**src/rtl/srfp_regs.vh**
```
// Constants for the serial register and receive FIFO port.
// Assumes inclusion by srfp_top.v only; srfp_sync.v does not include it.
`ifndef SRFP_REGS_VH
`define SRFP_REGS_VH
`define SRFP_CLK_HZ        10000000
`define SRFP_ADDR_W        7
`define SRFP_DATA_W        8
`define SRFP_REG_DEPTH     128
`define SRFP_FIFO_DEPTH    32
`define SRFP_PTR_W         5
`define SRFP_CNT_W         6
`define SRFP_FIFO_TH_RST   6'h20
`define SRFP_STAT_GAP_NS   4000
`define SRFP_STAT_GAP_CYC  ((`SRFP_STAT_GAP_NS * (`SRFP_CLK_HZ / 1000000) + 999) / 1000)
`define SRFP_DIR_READ      1'b1
`endif

```
**src/rtl/srfp_sync.v**
```verilog
// Two-flop synchroniser bank for the serial pins.
// Assumes inputs asynchronous to clk; outputs feed only clk-domain logic.
`timescale 1ns/1ps
module srfp_sync #(
  parameter W = 4
) (
  // Clock, reset, asynchronous inputs and their reset values
  input  wire         clk,
  input  wire         srst,
  input  wire [W-1:0] async_in,
  input  wire [W-1:0] rst_val,
  // Synchronised levels
  output wire [W-1:0] sync_out
);
  reg [W-1:0] meta_q;
  reg [W-1:0] sync_q;
  genvar i;
  // ==========================================================
  // Per-bit two-stage sampling
  generate
    for (i = 0; i < W; i = i + 1) begin : g_bit
      always @(posedge clk) begin
        if (srst) begin
          meta_q[i] <= rst_val[i];
          sync_q[i] <= rst_val[i];
        end else begin
          meta_q[i] <= async_in[i];
          sync_q[i] <= meta_q[i];
        end
      end
    end
  endgenerate
  assign sync_out = sync_q;
endmodule

```
**src/rtl/srfp_top.v**
```verilog
// Serial host port: register access and receive FIFO reads.
// Assumes serial_clk_pin idles low and is far slower than clk.
`timescale 1ns/1ps
`include "srfp_regs.vh"
// Functional notes
// - A low reg_select_n starts a register transaction.
// - A low fifo_select_n starts a single FIFO byte read.
// - Data changes on falling serial clock edges, sampled on rising ones.
// - Address and data travel most significant bit first.
// - Each side releases the shared data line when the other must drive.
// - A register transaction opens with a direction bit and 7-bit address.
// - The FIFO read pointer advances by one after each byte read from a non-empty FIFO.
// - FIFO status indications refresh while fifo_select_n is high.
// - In sleep, register access works but FIFO reads are not served.
module srfp_top (
  // Clock and reset
  input  wire       clk,
  input  wire       srst,
  // Serial pins
  input  wire       serial_clk_pin,
  input  wire       reg_select_n,
  input  wire       fifo_select_n,
  input  wire       serial_data_i,
  output reg        serial_data_o,
  output reg        serial_data_oe,
  // Receive data entry from the demodulator
  input  wire       rx_wr_valid,
  input  wire [7:0] rx_wr_data,
  output wire       rx_wr_ready,
  // Device state and register file view
  input  wire       sleep_mode,
  output reg  [7:0] reg_wr_data,
  output reg  [6:0] reg_wr_addr,
  output reg        reg_wr_pulse,
  // FIFO status indications
  output reg        fifo_not_empty,
  output reg        fifo_full,
  output reg        fifo_thresh,
  output reg        fifo_overflow
);
  localparam ST_IDLE = 2'h0;
  localparam ST_ADDR = 2'h1;
  localparam ST_DATA = 2'h2;
  localparam ST_FIFO = 2'h3;

  wire [3:0] pins_s;
  wire       sck_s;
  wire       rsel_s;
  wire       fsel_s;
  wire       sdi_s;
  reg        sck_q;
  reg  [1:0] state_q;
  reg  [3:0] bit_q;
  reg  [7:0] shift_q;
  reg        dir_rd_q;
  reg  [6:0] addr_q;
  reg  [7:0] tx_q;
  reg  [7:0] regs [0:`SRFP_REG_DEPTH-1];
  reg  [7:0] fifo_mem [0:`SRFP_FIFO_DEPTH-1];
  reg  [4:0] rd_ptr_q;
  reg  [4:0] wr_ptr_q;
  reg  [5:0] count_q;
  reg        fifo_done_q;
  wire       rise;
  wire       fall;
  wire       rd_pop;
  wire       wr_push;

  // ==========================================================
  // Pin synchronisers
  srfp_sync #(
    .W (4)
  ) u_sync (
    .clk      (clk),
    .srst     (srst),
    .async_in ({serial_clk_pin, reg_select_n, fifo_select_n,
                serial_data_i}),
    .rst_val  (4'h6),
    .sync_out (pins_s)
  );
  assign sck_s  = pins_s[3];
  assign rsel_s = pins_s[2];
  assign fsel_s = pins_s[1];
  assign sdi_s  = pins_s[0];
  assign rise   = sck_s & ~sck_q;
  assign fall   = ~sck_s & sck_q;

  // ==========================================================
  // Serial transaction engine
  always @(posedge clk) begin
    if (srst) begin
      sck_q          <= 1'b0;
      state_q        <= ST_IDLE;
      bit_q          <= 4'h0;
      shift_q        <= 8'h00;
      dir_rd_q       <= 1'b0;
      addr_q         <= 7'h00;
      tx_q           <= 8'h00;
      serial_data_o  <= 1'b0;
      serial_data_oe <= 1'b0;
      reg_wr_pulse   <= 1'b0;
      reg_wr_addr    <= 7'h00;
      reg_wr_data    <= 8'h00;
      fifo_done_q    <= 1'b0;
    end else begin
      sck_q        <= sck_s;
      reg_wr_pulse <= 1'b0;
      fifo_done_q  <= 1'b0;
      case (state_q)
        ST_IDLE: begin
          serial_data_oe <= 1'b0;
          bit_q          <= 4'h0;
          // Both low is illegal; register access then takes priority
          if (!rsel_s) begin
            state_q <= ST_ADDR;
          end else if (!fsel_s && !sleep_mode) begin
            // No fall precedes the first rise, so the MSB goes out now
            state_q        <= ST_FIFO;
            serial_data_oe <= 1'b1;
            serial_data_o  <= fifo_mem[rd_ptr_q][7];
            tx_q           <= {fifo_mem[rd_ptr_q][6:0], 1'b0};
          end
        end
        ST_ADDR: begin
          if (rsel_s) begin
            state_q <= ST_IDLE;
          end else if (rise) begin
            shift_q <= {shift_q[6:0], sdi_s};
            bit_q   <= bit_q + 4'h1;
            if (bit_q == 4'h7) begin
              dir_rd_q <= (shift_q[6] == `SRFP_DIR_READ);
              addr_q   <= {shift_q[5:0], sdi_s};
              tx_q     <= regs[{shift_q[5:0], sdi_s}];
              bit_q    <= 4'h0;
              state_q  <= ST_DATA;
            end
          end
        end
        ST_DATA: begin
          if (rsel_s) begin
            serial_data_oe <= 1'b0;
            state_q        <= ST_IDLE;
          end else if (dir_rd_q && fall && bit_q != 4'h8) begin
            serial_data_oe <= 1'b1;
            serial_data_o  <= tx_q[7];
            tx_q           <= {tx_q[6:0], 1'b0};
            bit_q          <= bit_q + 4'h1;
          end else if (!dir_rd_q && rise && bit_q != 4'h8) begin
            shift_q <= {shift_q[6:0], sdi_s};
            bit_q   <= bit_q + 4'h1;
            if (bit_q == 4'h7) begin
              reg_wr_pulse <= 1'b1;
              reg_wr_addr  <= addr_q;
              reg_wr_data  <= {shift_q[6:0], sdi_s};
            end
          end
        end
        ST_FIFO: begin
          if (fsel_s) begin
            serial_data_oe <= 1'b0;
            state_q        <= ST_IDLE;
            fifo_done_q    <= (bit_q == 4'h8);
          end else if (fall && bit_q != 4'h8) begin
            serial_data_oe <= 1'b1;
            serial_data_o  <= tx_q[7];
            tx_q           <= {tx_q[6:0], 1'b0};
            bit_q          <= bit_q + 4'h1;
          end
        end
        default: state_q <= ST_IDLE;
      endcase
    end
  end

  // ==========================================================
  // Register file
  always @(posedge clk) begin
    if (reg_wr_pulse) begin
      regs[reg_wr_addr] <= reg_wr_data;
    end
  end

  // ==========================================================
  // Receive FIFO
  // Full FIFO still accepts so the overflow can be flagged
  assign rx_wr_ready = 1'b1;
  assign rd_pop      = fifo_done_q && (count_q != 6'h00);
  assign wr_push     = rx_wr_valid && (count_q != `SRFP_FIFO_TH_RST);
  always @(posedge clk) begin
    if (wr_push) begin
      fifo_mem[wr_ptr_q] <= rx_wr_data;
    end
  end
  always @(posedge clk) begin
    if (srst) begin
      rd_ptr_q <= 5'h00;
      wr_ptr_q <= 5'h00;
      count_q  <= 6'h00;
    end else begin
      if (rd_pop) begin
        rd_ptr_q <= rd_ptr_q + 5'h01;
      end
      if (wr_push) begin
        wr_ptr_q <= wr_ptr_q + 5'h01;
      end
      count_q <= count_q + {5'h00, wr_push} - {5'h00, rd_pop};
    end
  end

  // ==========================================================
  // Status indications, refreshed in the deselect gap
  always @(posedge clk) begin
    if (srst) begin
      fifo_not_empty <= 1'b0;
      fifo_full      <= 1'b0;
      fifo_thresh    <= 1'b0;
      fifo_overflow  <= 1'b0;
    end else begin
      // Held steady during a byte read so the host sees one snapshot
      if (state_q != ST_FIFO) begin
        fifo_not_empty <= (count_q != 6'h00);
        fifo_full      <= (count_q == `SRFP_FIFO_TH_RST);
        fifo_thresh    <= (count_q >= `SRFP_FIFO_TH_RST);
        fifo_overflow  <= (rx_wr_valid && !wr_push) ||
                          (fifo_overflow && count_q != 6'h00);
      end
    end
  end
endmodule

```
**config.mk**
```make
export PLATFORM = sky130hd
export DESIGN_NAME = srfp_top
export DESIGN_NICKNAME = d
export VERILOG_FILES = /design/src/rtl/srfp_sync.v /design/src/rtl/srfp_top.v
export VERILOG_INCLUDE_DIRS = /design/src /design/src/rtl
export SDC_FILE = /design/constraint.sdc
export NUM_CORES = 1
export LEC_CHECK = 0
export BUFFER_PORTS_ARGS = -buffer_cell sky130_fd_sc_hd__clkbuf_2
export CORE_ASPECT_RATIO = 0.9
export CORE_MARGIN = 2
export CORE_UTILIZATION = 65
export CTS_BUF_LIST = sky130_fd_sc_hd__clkbuf_16
export DETAILED_ROUTE_END_ITERATION = 10
export HOLD_SLACK_MARGIN = 0.06
export PLACE_DENSITY_LB_ADDON = 0.25
export SYNTH_ARGS = -nofsm -noshare
export SYNTH_HDL_FRONTEND = slang
export SYNTH_HIERARCHICAL = 1
export SYNTH_SLANG_ARGS = --single-unit
export TNS_END_PERCENT = 100
```
**constraint.sdc**
```tcl
create_clock -name clk -period 4.3 [get_ports clk]
set_input_delay 0.86 -clock clk [delete_from_list [all_inputs] [get_ports clk]]
set_output_delay 0.86 -clock clk [all_outputs]
set_load 0.02 [all_outputs]
```
# Word level (Yosys, flattened, before mapping)
# Memories as Yosys holds them, arrays and structs flattened. A register that Yosys moved wholly into a read port is not among the register bits.
# Cells that the tools add are included.
word_totals:
  input_bits: 16
  output_inout_bits: 23
  register_bits: 77
  wordCells: 157
  mem_count: 2
  ram_bits: 1280
mem_list:
  columns: ["name", "depth", "word_bits", "rd", "rd_ports_with_merged_regs", "write_ports", "line", "text"]
  rows:
  - ["regs", 128, 8, 1, 0, 1, "srfp_top.v:58", "reg [7:0] regs [0:`SRFP_REG_DEPTH-1];"]
  - ["fifo_mem", 32, 8, 1, 1, 1, "srfp_top.v:59", "reg [7:0] fifo_mem [0:`SRFP_FIFO_DEPTH-1];"]
op_classes:
  bitwise_logic: 10
  mux: 54
  reduce_logical: 29
  n_eq_ne: 28
  n_lt_le_gt_ge: 1
  n_addsub: 5
op_table:
  columns: ["cell", "n"]
  rows:
  - ["8-bit 2-to-1 mux", 9]
  - ["7-bit 2-to-1 mux", 5]
  - ["4-bit 2-to-1 mux", 8]
  - ["8-bit one-hot mux with 4 select lines", 1]
  - ["2-bit inequality test (second input constant)", 11]
  - ["1-bit 2-to-1 mux", 17]
  - ["4-bit one-hot mux with 4 select lines", 1]
  - ["2-bit 2-to-1 mux", 7]
  - ["7-bit one-hot mux with 2 select lines", 1]
  - ["3-bit by 2-bit inequality test with 1-bit output (second input constant)", 4]
  - ["6-bit AND reduction", 2]
  - ["5-bit by 1-bit adder with 5-bit output (second input constant)", 2]
  - ["1-bit logical AND", 10]
  - ["5-bit 2-to-1 mux", 2]
  - ["5-bit AND reduction", 2]
  - ["9-bit AND reduction", 1]
  - ["1-bit inverter", 8]
  - ["2-bit one-hot mux with 4 select lines", 1]
  - ["7-bit AND reduction", 1]
  - ["6-bit by 1-bit adder with 6-bit output", 1]
  - ["6-bit equality test (second input constant)", 1]
  - ["6-bit >= comparator (second input constant)", 1]
  - ["2-bit by 1-bit inequality test with 1-bit output (second input constant)", 3]
  - ["3-bit inequality test (second input constant)", 2]
  - ["20 further kinds", 26]

# Longest topological paths before layout
# Gate-level depths: netlist of run 1.
depth:
  word_depth: 8
  mapped_depth: 14
  ltp_nobuf: 13

# Modules after synthesis
# The synthesis of run 1 kept the hierarchy.
by_module_without_submodules:
  columns: ["mod", "cells_per_inst", "area_per_inst_um2", "seq_area_each_um2", "instances"]
  rows:
  - ["srfp_top", 2664, 52833.2, 39918.3, 1]
  - ["srfp_sync", 17, 291.5, 160.2, 1]

# Worst setup path after synthesis of run 1
# OpenSTA, ideal clock, no wires.
synth_timing:
  path_type: "input to register"
  from: "in rx_wr_valid"
  to: "mem fifo_mem[11][0] (enable)"
  path_buffers: 1
  setup_time_ns: 0.385
  path_stages: 5
  required_time_ns: 3.915
  t_arrival_ns: 2.468
  path_slack_ns: 1.447
  path_cell_list: "nor2b_1 -> clkbuf_1 -> nand2_1 -> or2_2 -> nor3b_1"
synth_between:
  elab_chain_len: 3
synth_rtl:
  columns: ["item", "line", "text"]
  rows:
  - ["start: declaration", "srfp_top.v:27", "input wire rx_wr_valid,"]
  - ["1-bit logical AND", "srfp_top.v:188", "assign wr_push = rx_wr_valid && (count_q != `SRFP_FIFO_TH_RST);"]
  - ["1-bit 2-to-1 mux", "srfp_top.v:190", "if (wr_push) begin"]
  - ["1-bit 2-to-1 mux (implied by the code)", "srfp_top.v:191", "fifo_mem[wr_ptr_q] <= rx_wr_data;"]
  - ["end: declaration", "srfp_top.v:59", null]
# No other way between the ends.

# Final worst setup path of run 1
layout_timing:
  from: "reg reg_wr_addr[0]"
  to: "mem regs[81][2] (enable)"
layout_rtl:
  columns: ["item", "line", "text"]
  rows:
  - ["start: declaration", "srfp_top.v:33", "output reg [6:0] reg_wr_addr,"]
  - ["start signal: assignment", "srfp_top.v:153", "reg_wr_addr <= addr_q;"]
  - ["end: declaration", "srfp_top.v:58", null]
# Straight into the memory's write port.

==> results of run 1 <==
## cells by family after synthesis
family | count (synthesis) | synth area share (%)
xor gates and xnor gates | 11 | 0.1813
buffers and inverters | 175 | 1.613
and+or+nand+nor | 472 | 4.084
adders and majority gates | 16 | 0.3910
AOI/OAI and AO/OA | 218 | 2.647
DFF | 1362 | 75.44
other | 2 | 0.01414
muxes | 425 | 15.63
## report_power, final
group	internal [uW]	total (uW)	leakage, uW	switching [uW]
clock network	6300	11300	0.00218	4960
logic	536	1220	0.00429	686
registers	14400	14500	0.0125	73.7
total	21200	27000	0.0189	5720
## sequential cells by signal, indices dropped and copies added (netlist names), 2 cells and up, named ones only
register,count
tx_q,8
reg_wr_addr,7
wr_ptr_q,5
state_q,2
count_q,6
regs,1024
shift_q,7
reg_wr_data,8
u_sync/meta_q,4
bit_q,4
u_sync/sync_out,4
addr_q,7
rd_ptr_q,5
fifo_mem,256
## cell usage in the layout, fill, tap and decap left out, drive strengths merged, types with 6 or more instances in the layout
cell	count
xor2	6
clkinv	52
conb	9
bufinv	10
nor3	39
a22oi	8
dfxtp	82
nor2b	19
a21o	7
nand4	11
mux2i	85
nand3b	8
edfxtp	1280
clkbuf	170
ha	15
nor2	242
o21ai	31
o221ai	7
nand3	23
mux4	319
inv	68
o22ai	53
a311oi	7
mux2	21
nand2b	15
nand2	67
a31oi	10
a21oi	55
buf	118
## final timing paths
path,start,end,slack (ns),cells past startpoint
hold reg to reg,u_sync/meta_q[3],u_sync/sync_out[3],0.45,1
setup reg to reg,reg_wr_addr[0],regs[81][2],1.12,3
hold / removal,fifo_select_n,u_sync/meta_q[1],0.36,2
setup / recovery,reg_wr_addr[0],regs[81][2],1.12,3
## per-layer routing
layer / share of wire (%) / wire (um) / track usage (%)
met1: 38 / 48440 / 44.92
met2: 47 / 60180 / 47.13
met3: 12 / 14870 / 7.287
met4: 3.4 / 4401 / 10.85
met5: 0.020 / 26 / 0
## critical path: cells and delay by family (launching register included)
| kind | cells | cell delay [ns] |
|---|---|---|
| flops | 1 | 0.59 |
| simple gates | 3 | 2.20 |
## layout make-up
class	instances	share of cell area, %
Timing Repair Buffer	155	2.001
Tap cell	1060	2.242
Multi-Input combinational cell	1151	20.67
Inverter	25	0.1586
Clock inverter	107	1.464
Sequential cell	1362	67.84
Clock buffer	133	5.626
## metrics by stage
stage / std cells / worst slack (ns) / util, % / power [uW]
after floorplan: 2688 / 1.447 / - / 15600
after global placement: 3753 / 1.239 / 67.85 / 15920
after detailed placement: 3753 / 1.166 / 67.85 / 15960
after CTS: 3993 / 1.193 / 73.02 / 27010
after global routing: 3993 / 0.9768 / 73.02 / 27610
final: 3993 / 1.125 / 73.02 / 26960
==> out/metrics.yaml, run 1 <==
placement:
  hpwl_um: 76540
  dpl-instance-area_um2: 54960
  gp_congestion: 0.8919
  portBuffers: 37
cts:
  cts_buffers: 132
  cts_num_sinks: 1362
  h-tree-depth: 4
  root_buffer: "clkbuf_16"
  hold_buffers: 0
  cts_setup_buffers: 0
  clkLatencyLatePin_ns: 0.73
  path_clk_slew_ns: 0.06
  clock_path_buffers: 3
  cts_resized: 0
  tritoncts: "yes"
die:
  coreArea_um2: 81010
  die_area_um2: 84040
  rows: 99
  die-width_um: 305.4
  fp.dieH_um: 275.2
  start_util_pct: 65.58
  ios: 39
global_route:
  grt_max_degree: 130
  antenna_found_initial: 2
  track_usage_pct: 30.87
  grt_pass1_vias: 27620
  grt-ovfl-total: 0
  grt_pass1_wl_um: 186600
sta:
  period_needed_ns: 3.175
  max_freq_ghz: 0.3149
  fin_skew_ns: 0.02636
  setup_viol: 0
  period_share_pct: 73.84
  finalHoldViolCount: 0
  final_max_slew_viol_count: 0
  tns_ns: 0
  rsz0062_at_grt: "no"
  tightest_slew_ns: 1.412
  relSlewSlack_pct: 5.636
  holdWs_ns: 0.3623
route:
  ant_nets: 0
  drt-initial-drc-count: 4218
  first_pass_iters: 6
  drc: 0
  routed_wl_um: 127900
  viasPerCell: 6.978
  avgRoutedWirePerCell_um: 32.03
  vias: 27860
power:
  leakagePower_uw: 0.01894
  cellPowerDensity_nw_per_um2: 455.7
  peakVddDrop_mv: 0.3967
synth:
  syn-instance-count: 2681
  yosysTopAreaCell: "edfxtp_1"
  synth_edf_count: 1280
  synth.avg_cell_area_um2: 19.82
  synth_flop_cell: "edfxtp_1"
  yosysWarnings: 6
  syn-cell-area_um2: 53120
  synth.most_common_cell: "edfxtp_1"
  ys_seq_area_share_pct: 75.44
  synth_top_area_share_pct: 72.35
  synth.area.top_cells: "edfxtp_1, mux4_2, dfxtp_1"
  synth_cell_types: 68
  ys_ff_latch: 1362
  synthArstFlopShare_pct: 0
  synth_common_cells: "edfxtp_1, mux4_2, nor2_1, mux2i_1, dfxtp_1"
setup_path:
  slowest_stage: "nor2_1"
  cp_slowest_stage_delay_ns: 1.08
  critPathRequiredTime_ns: 4.65
  worstPathArrival_ns: 3.52
  end_kind: "flop"
  critPathKind: "reg -> reg"
  crit_path_start_kind: "flop"
  crit_fanout: 15
  cp_cell_sequence: "nor2b_1, nand2_1, nor2_1"
cells_and_area:
  finish.instance_area_um2: 59160
  multi_input_area_um2: 12230
  regArea_um2: 40130
  diodes: 0
  nNetsFinal: 2859
  fill_cells: 4456
  syn_to_final_growth_pct: 11.35
  drive_above_1_share_pct: 23.97
job:
  cap_violations: 0
worst_hold_path:
  min_path_type: "in -> reg"
status:
  run_status: "finished, final reports clean"
No activity file was read; power rests on OpenSTA's default activity.
==> run 2: changes to the inputs <==
- CORE_UTILIZATION: 65 -> 63
- clock period: 4.3 -> 3.31 ns (I/O delays scaled with it)
==> run 2 against run 1 <==
Net effect: combinational power is 34% higher; non-clock buffer count is 117 higher; sequential share of layout area is 1.1 points lower; fmax is 6.2% higher.
==> out/metrics.yaml, run 2 (synthesis results as in run 1) <==
status:
  run_status: "finished, final reports clean"
die:
  die-width_um: 310.1  # +1.6%
  coreArea_um2: 83910  # +3.6%
  ios: 39  # unchanged
  die_area_um2: 86670  # +3.1%
  start_util_pct: 63.31  # -2.3 points
  rows: 101  # +2.0%
  fp.dieH_um: 279.5  # +1.6%
setup_path:
  worstPathArrival_ns: 3.60  # +0.08 ns
  cp_top_family: "flip-flops"
  timing.rr.start: "shift_q[2]"
  cp_slowest_stage_delay_ns: 0.96  # -0.12 ns
  slowest_stage: "dfxtp_2"
  critPathBufInv: 1  # +1
  critPathRequiredTime_ns: 3.92  # -0.73 ns
  critPathKind: "reg -> reg"
  end_kind: "flop"
  crit_fanout: 25  # +10
  cp_cell_sequence: "nand2b_1, o22ai_1, nor3_1, buf_4, a21oi_1, a21o_1, a31oi_1"
  crit_path_start_kind: "flop"
  crit_path_start: "shift_q[2]"
sta:
  period_needed_ns: 2.990  # -0.1847 ns
  setup_viol: 0  # unchanged
  tns_ns: 0  # unchanged
  relSlewSlack_pct: 25.38  # +20 points
  tightest_slew_ns: 1.117  # -0.2955 ns
  period_share_pct: 90.34  # +17 points
  max_freq_ghz: 0.3344  # +6.2%
  finalHoldViolCount: 0  # unchanged
  rsz0062_at_grt: "no"
  final_max_slew_viol_count: 0  # unchanged
  fin_skew_ns: 0.02196  # -0.004394 ns
cts:
  tritoncts: "yes"
  cts_setup_buffers: 0  # unchanged
  clock_path_buffers: 3  # unchanged
  cts_buffers: 133  # +0.76%
  cts_resized: 0  # unchanged
  h-tree-depth: 4  # unchanged
  root_buffer: "clkbuf_16"
  hold_buffers: 0  # unchanged
  cts_num_sinks: 1362  # unchanged
  path_clk_slew_ns: 0.07  # about the same
  clkLatencyLatePin_ns: 0.73  # about the same
route:
  first_pass_iters: 6  # unchanged
  routed_wl_um: 128000  # about the same
  vias: 28160  # +1.0%
  ant_nets: 0  # unchanged
  drc: 0  # unchanged
  avgRoutedWirePerCell_um: 30.55  # -4.6%
  drt-initial-drc-count: 4469  # +6.0%
  viasPerCell: 6.723  # -3.7%
global_route:
  grt_pass1_vias: 27780  # +0.59%
  track_usage_pct: 30.27  # -0.60 points
  antenna_found_initial: 1  # -1
  grt_max_degree: 130  # unchanged
  grt_pass1_wl_um: 187100  # +0.27%
  grt-ovfl-total: 0  # unchanged
cells_and_area:
  drive_above_1_share_pct: 26.78  # +2.8 points
  utilization_pct: 71.70  # -1.3 points
  most-common-layout-cells: "edfxtp_1, mux4_2, nor2_1"
  nNetsFinal: 2977  # +4.1%
  layout_commonest_cell: "edfxtp_1"
  largest_reg_flops: 1024  # unchanged
  syn_to_final_growth_pct: 13.25
  reg.largest.list: "regs: 1024 flops, fifo_mem: 256 flops"
  regMostFlops: "regs"
power:
  combPwrFrac_pct: 4.7  # +0.2 points
  peakVddDrop_mv: 0.4996  # +26%
  seq_power_share_pct: 54.2  # +0.5 points
  leakagePower_uw: 0.01957  # +3.3%
  swShare_pct: 20.91  # -0.30 points
  clock_power_share_pct: 41.1  # -0.7 points
  p_sw_uw: 7254  # +27%
  cellPowerDensity_nw_per_um2: 576.5  # +27%
  p_int_uw: 27430  # +29%
worst_hold_path:
  hold_start: "serial_data_i"
  min_path_type: "in -> reg"
job:
  cap_violations: 0  # unchanged
placement:
  hpwl_um: 80330  # +4.9%
  gp_congestion: 0.8951  # +0.36%
  portBuffers: 37  # unchanged
run 2: changes by cell type in the layout (fill, tap and decap cells not counted), sizes merged:
cell    previous run  this run
inv               68        71
buf              118       236
clkinv            52        54
diode              0         1
clkbuf           170       171
bufinv            10         7
run 2: worst paths after layout:
check	end	slack, ns	depth (start not counted)
max	tx_q[2]	0.32	7
min	u_sync/meta_q[0]	0.16	2
max reg2reg	tx_q[2]	0.32	7
min reg2reg	u_sync/sync_out[1]	0.47	1
run 2: power groups by stage:
stage / combinational (uW) / clock, uW / sequential, uW
6_report: 1630 / 14300 / 18800
5_1_grt: 1740 / 15000 / 18800
4_1_cts: 1620 / 14400 / 18800
3_5_place_dp: 1610 / 0 / 19200
3_3_place_gp: 1580 / 0 / 19200
2_1_floorplan: 1110 / 0 / 19100
run 2: stage by stage:
stage	setup slack (ns)	power [uW]	cells	hold WS, ns	cell area (um^2)
floorplan	0.5941	20260	2688	0.4367	53150
global placement	0.4480	20730	3943	0.4438	56060
CTS	0.4526	34820	4187	0.1202	60160
finish	0.3196	34690	4188	0.1642	60160
detailed placement	0.4729	20770	3943	0.4535	56060
global route	0.2426	35570	4187	0.1455	60160
run 2: final cells by class:
class                   count  area [um^2]
clock buffers             135         3378
fillers                  4876        23750
inverters                  25        93.84
diodes                      1        2.502
clock inverters           109        725.7
flip-flops and latches   1362        40130
well taps                1133         1418
multi-input cells        1151        12230
repair buffers            272         2187
run 2: metal layers:
layer  routed length, um  vias up  GRT usage [%]
li1                    -    11480              -
met3               16790      229          8.193
met4                3754        0          9.513
met5                   0        -              0
met2               58150     2047          43.94
met1               49260    14400          45.71
run 2: worst reg2reg max path: cells and delay by family, from the launching register on:
| family | cells | cell delay, ns |
|---|---|---|
| buf+inv | 1 | 0.19 |
| compound gates | 4 | 0.96 |
| simple gates | 2 | 0.77 |
| flops | 1 | 0.96 |
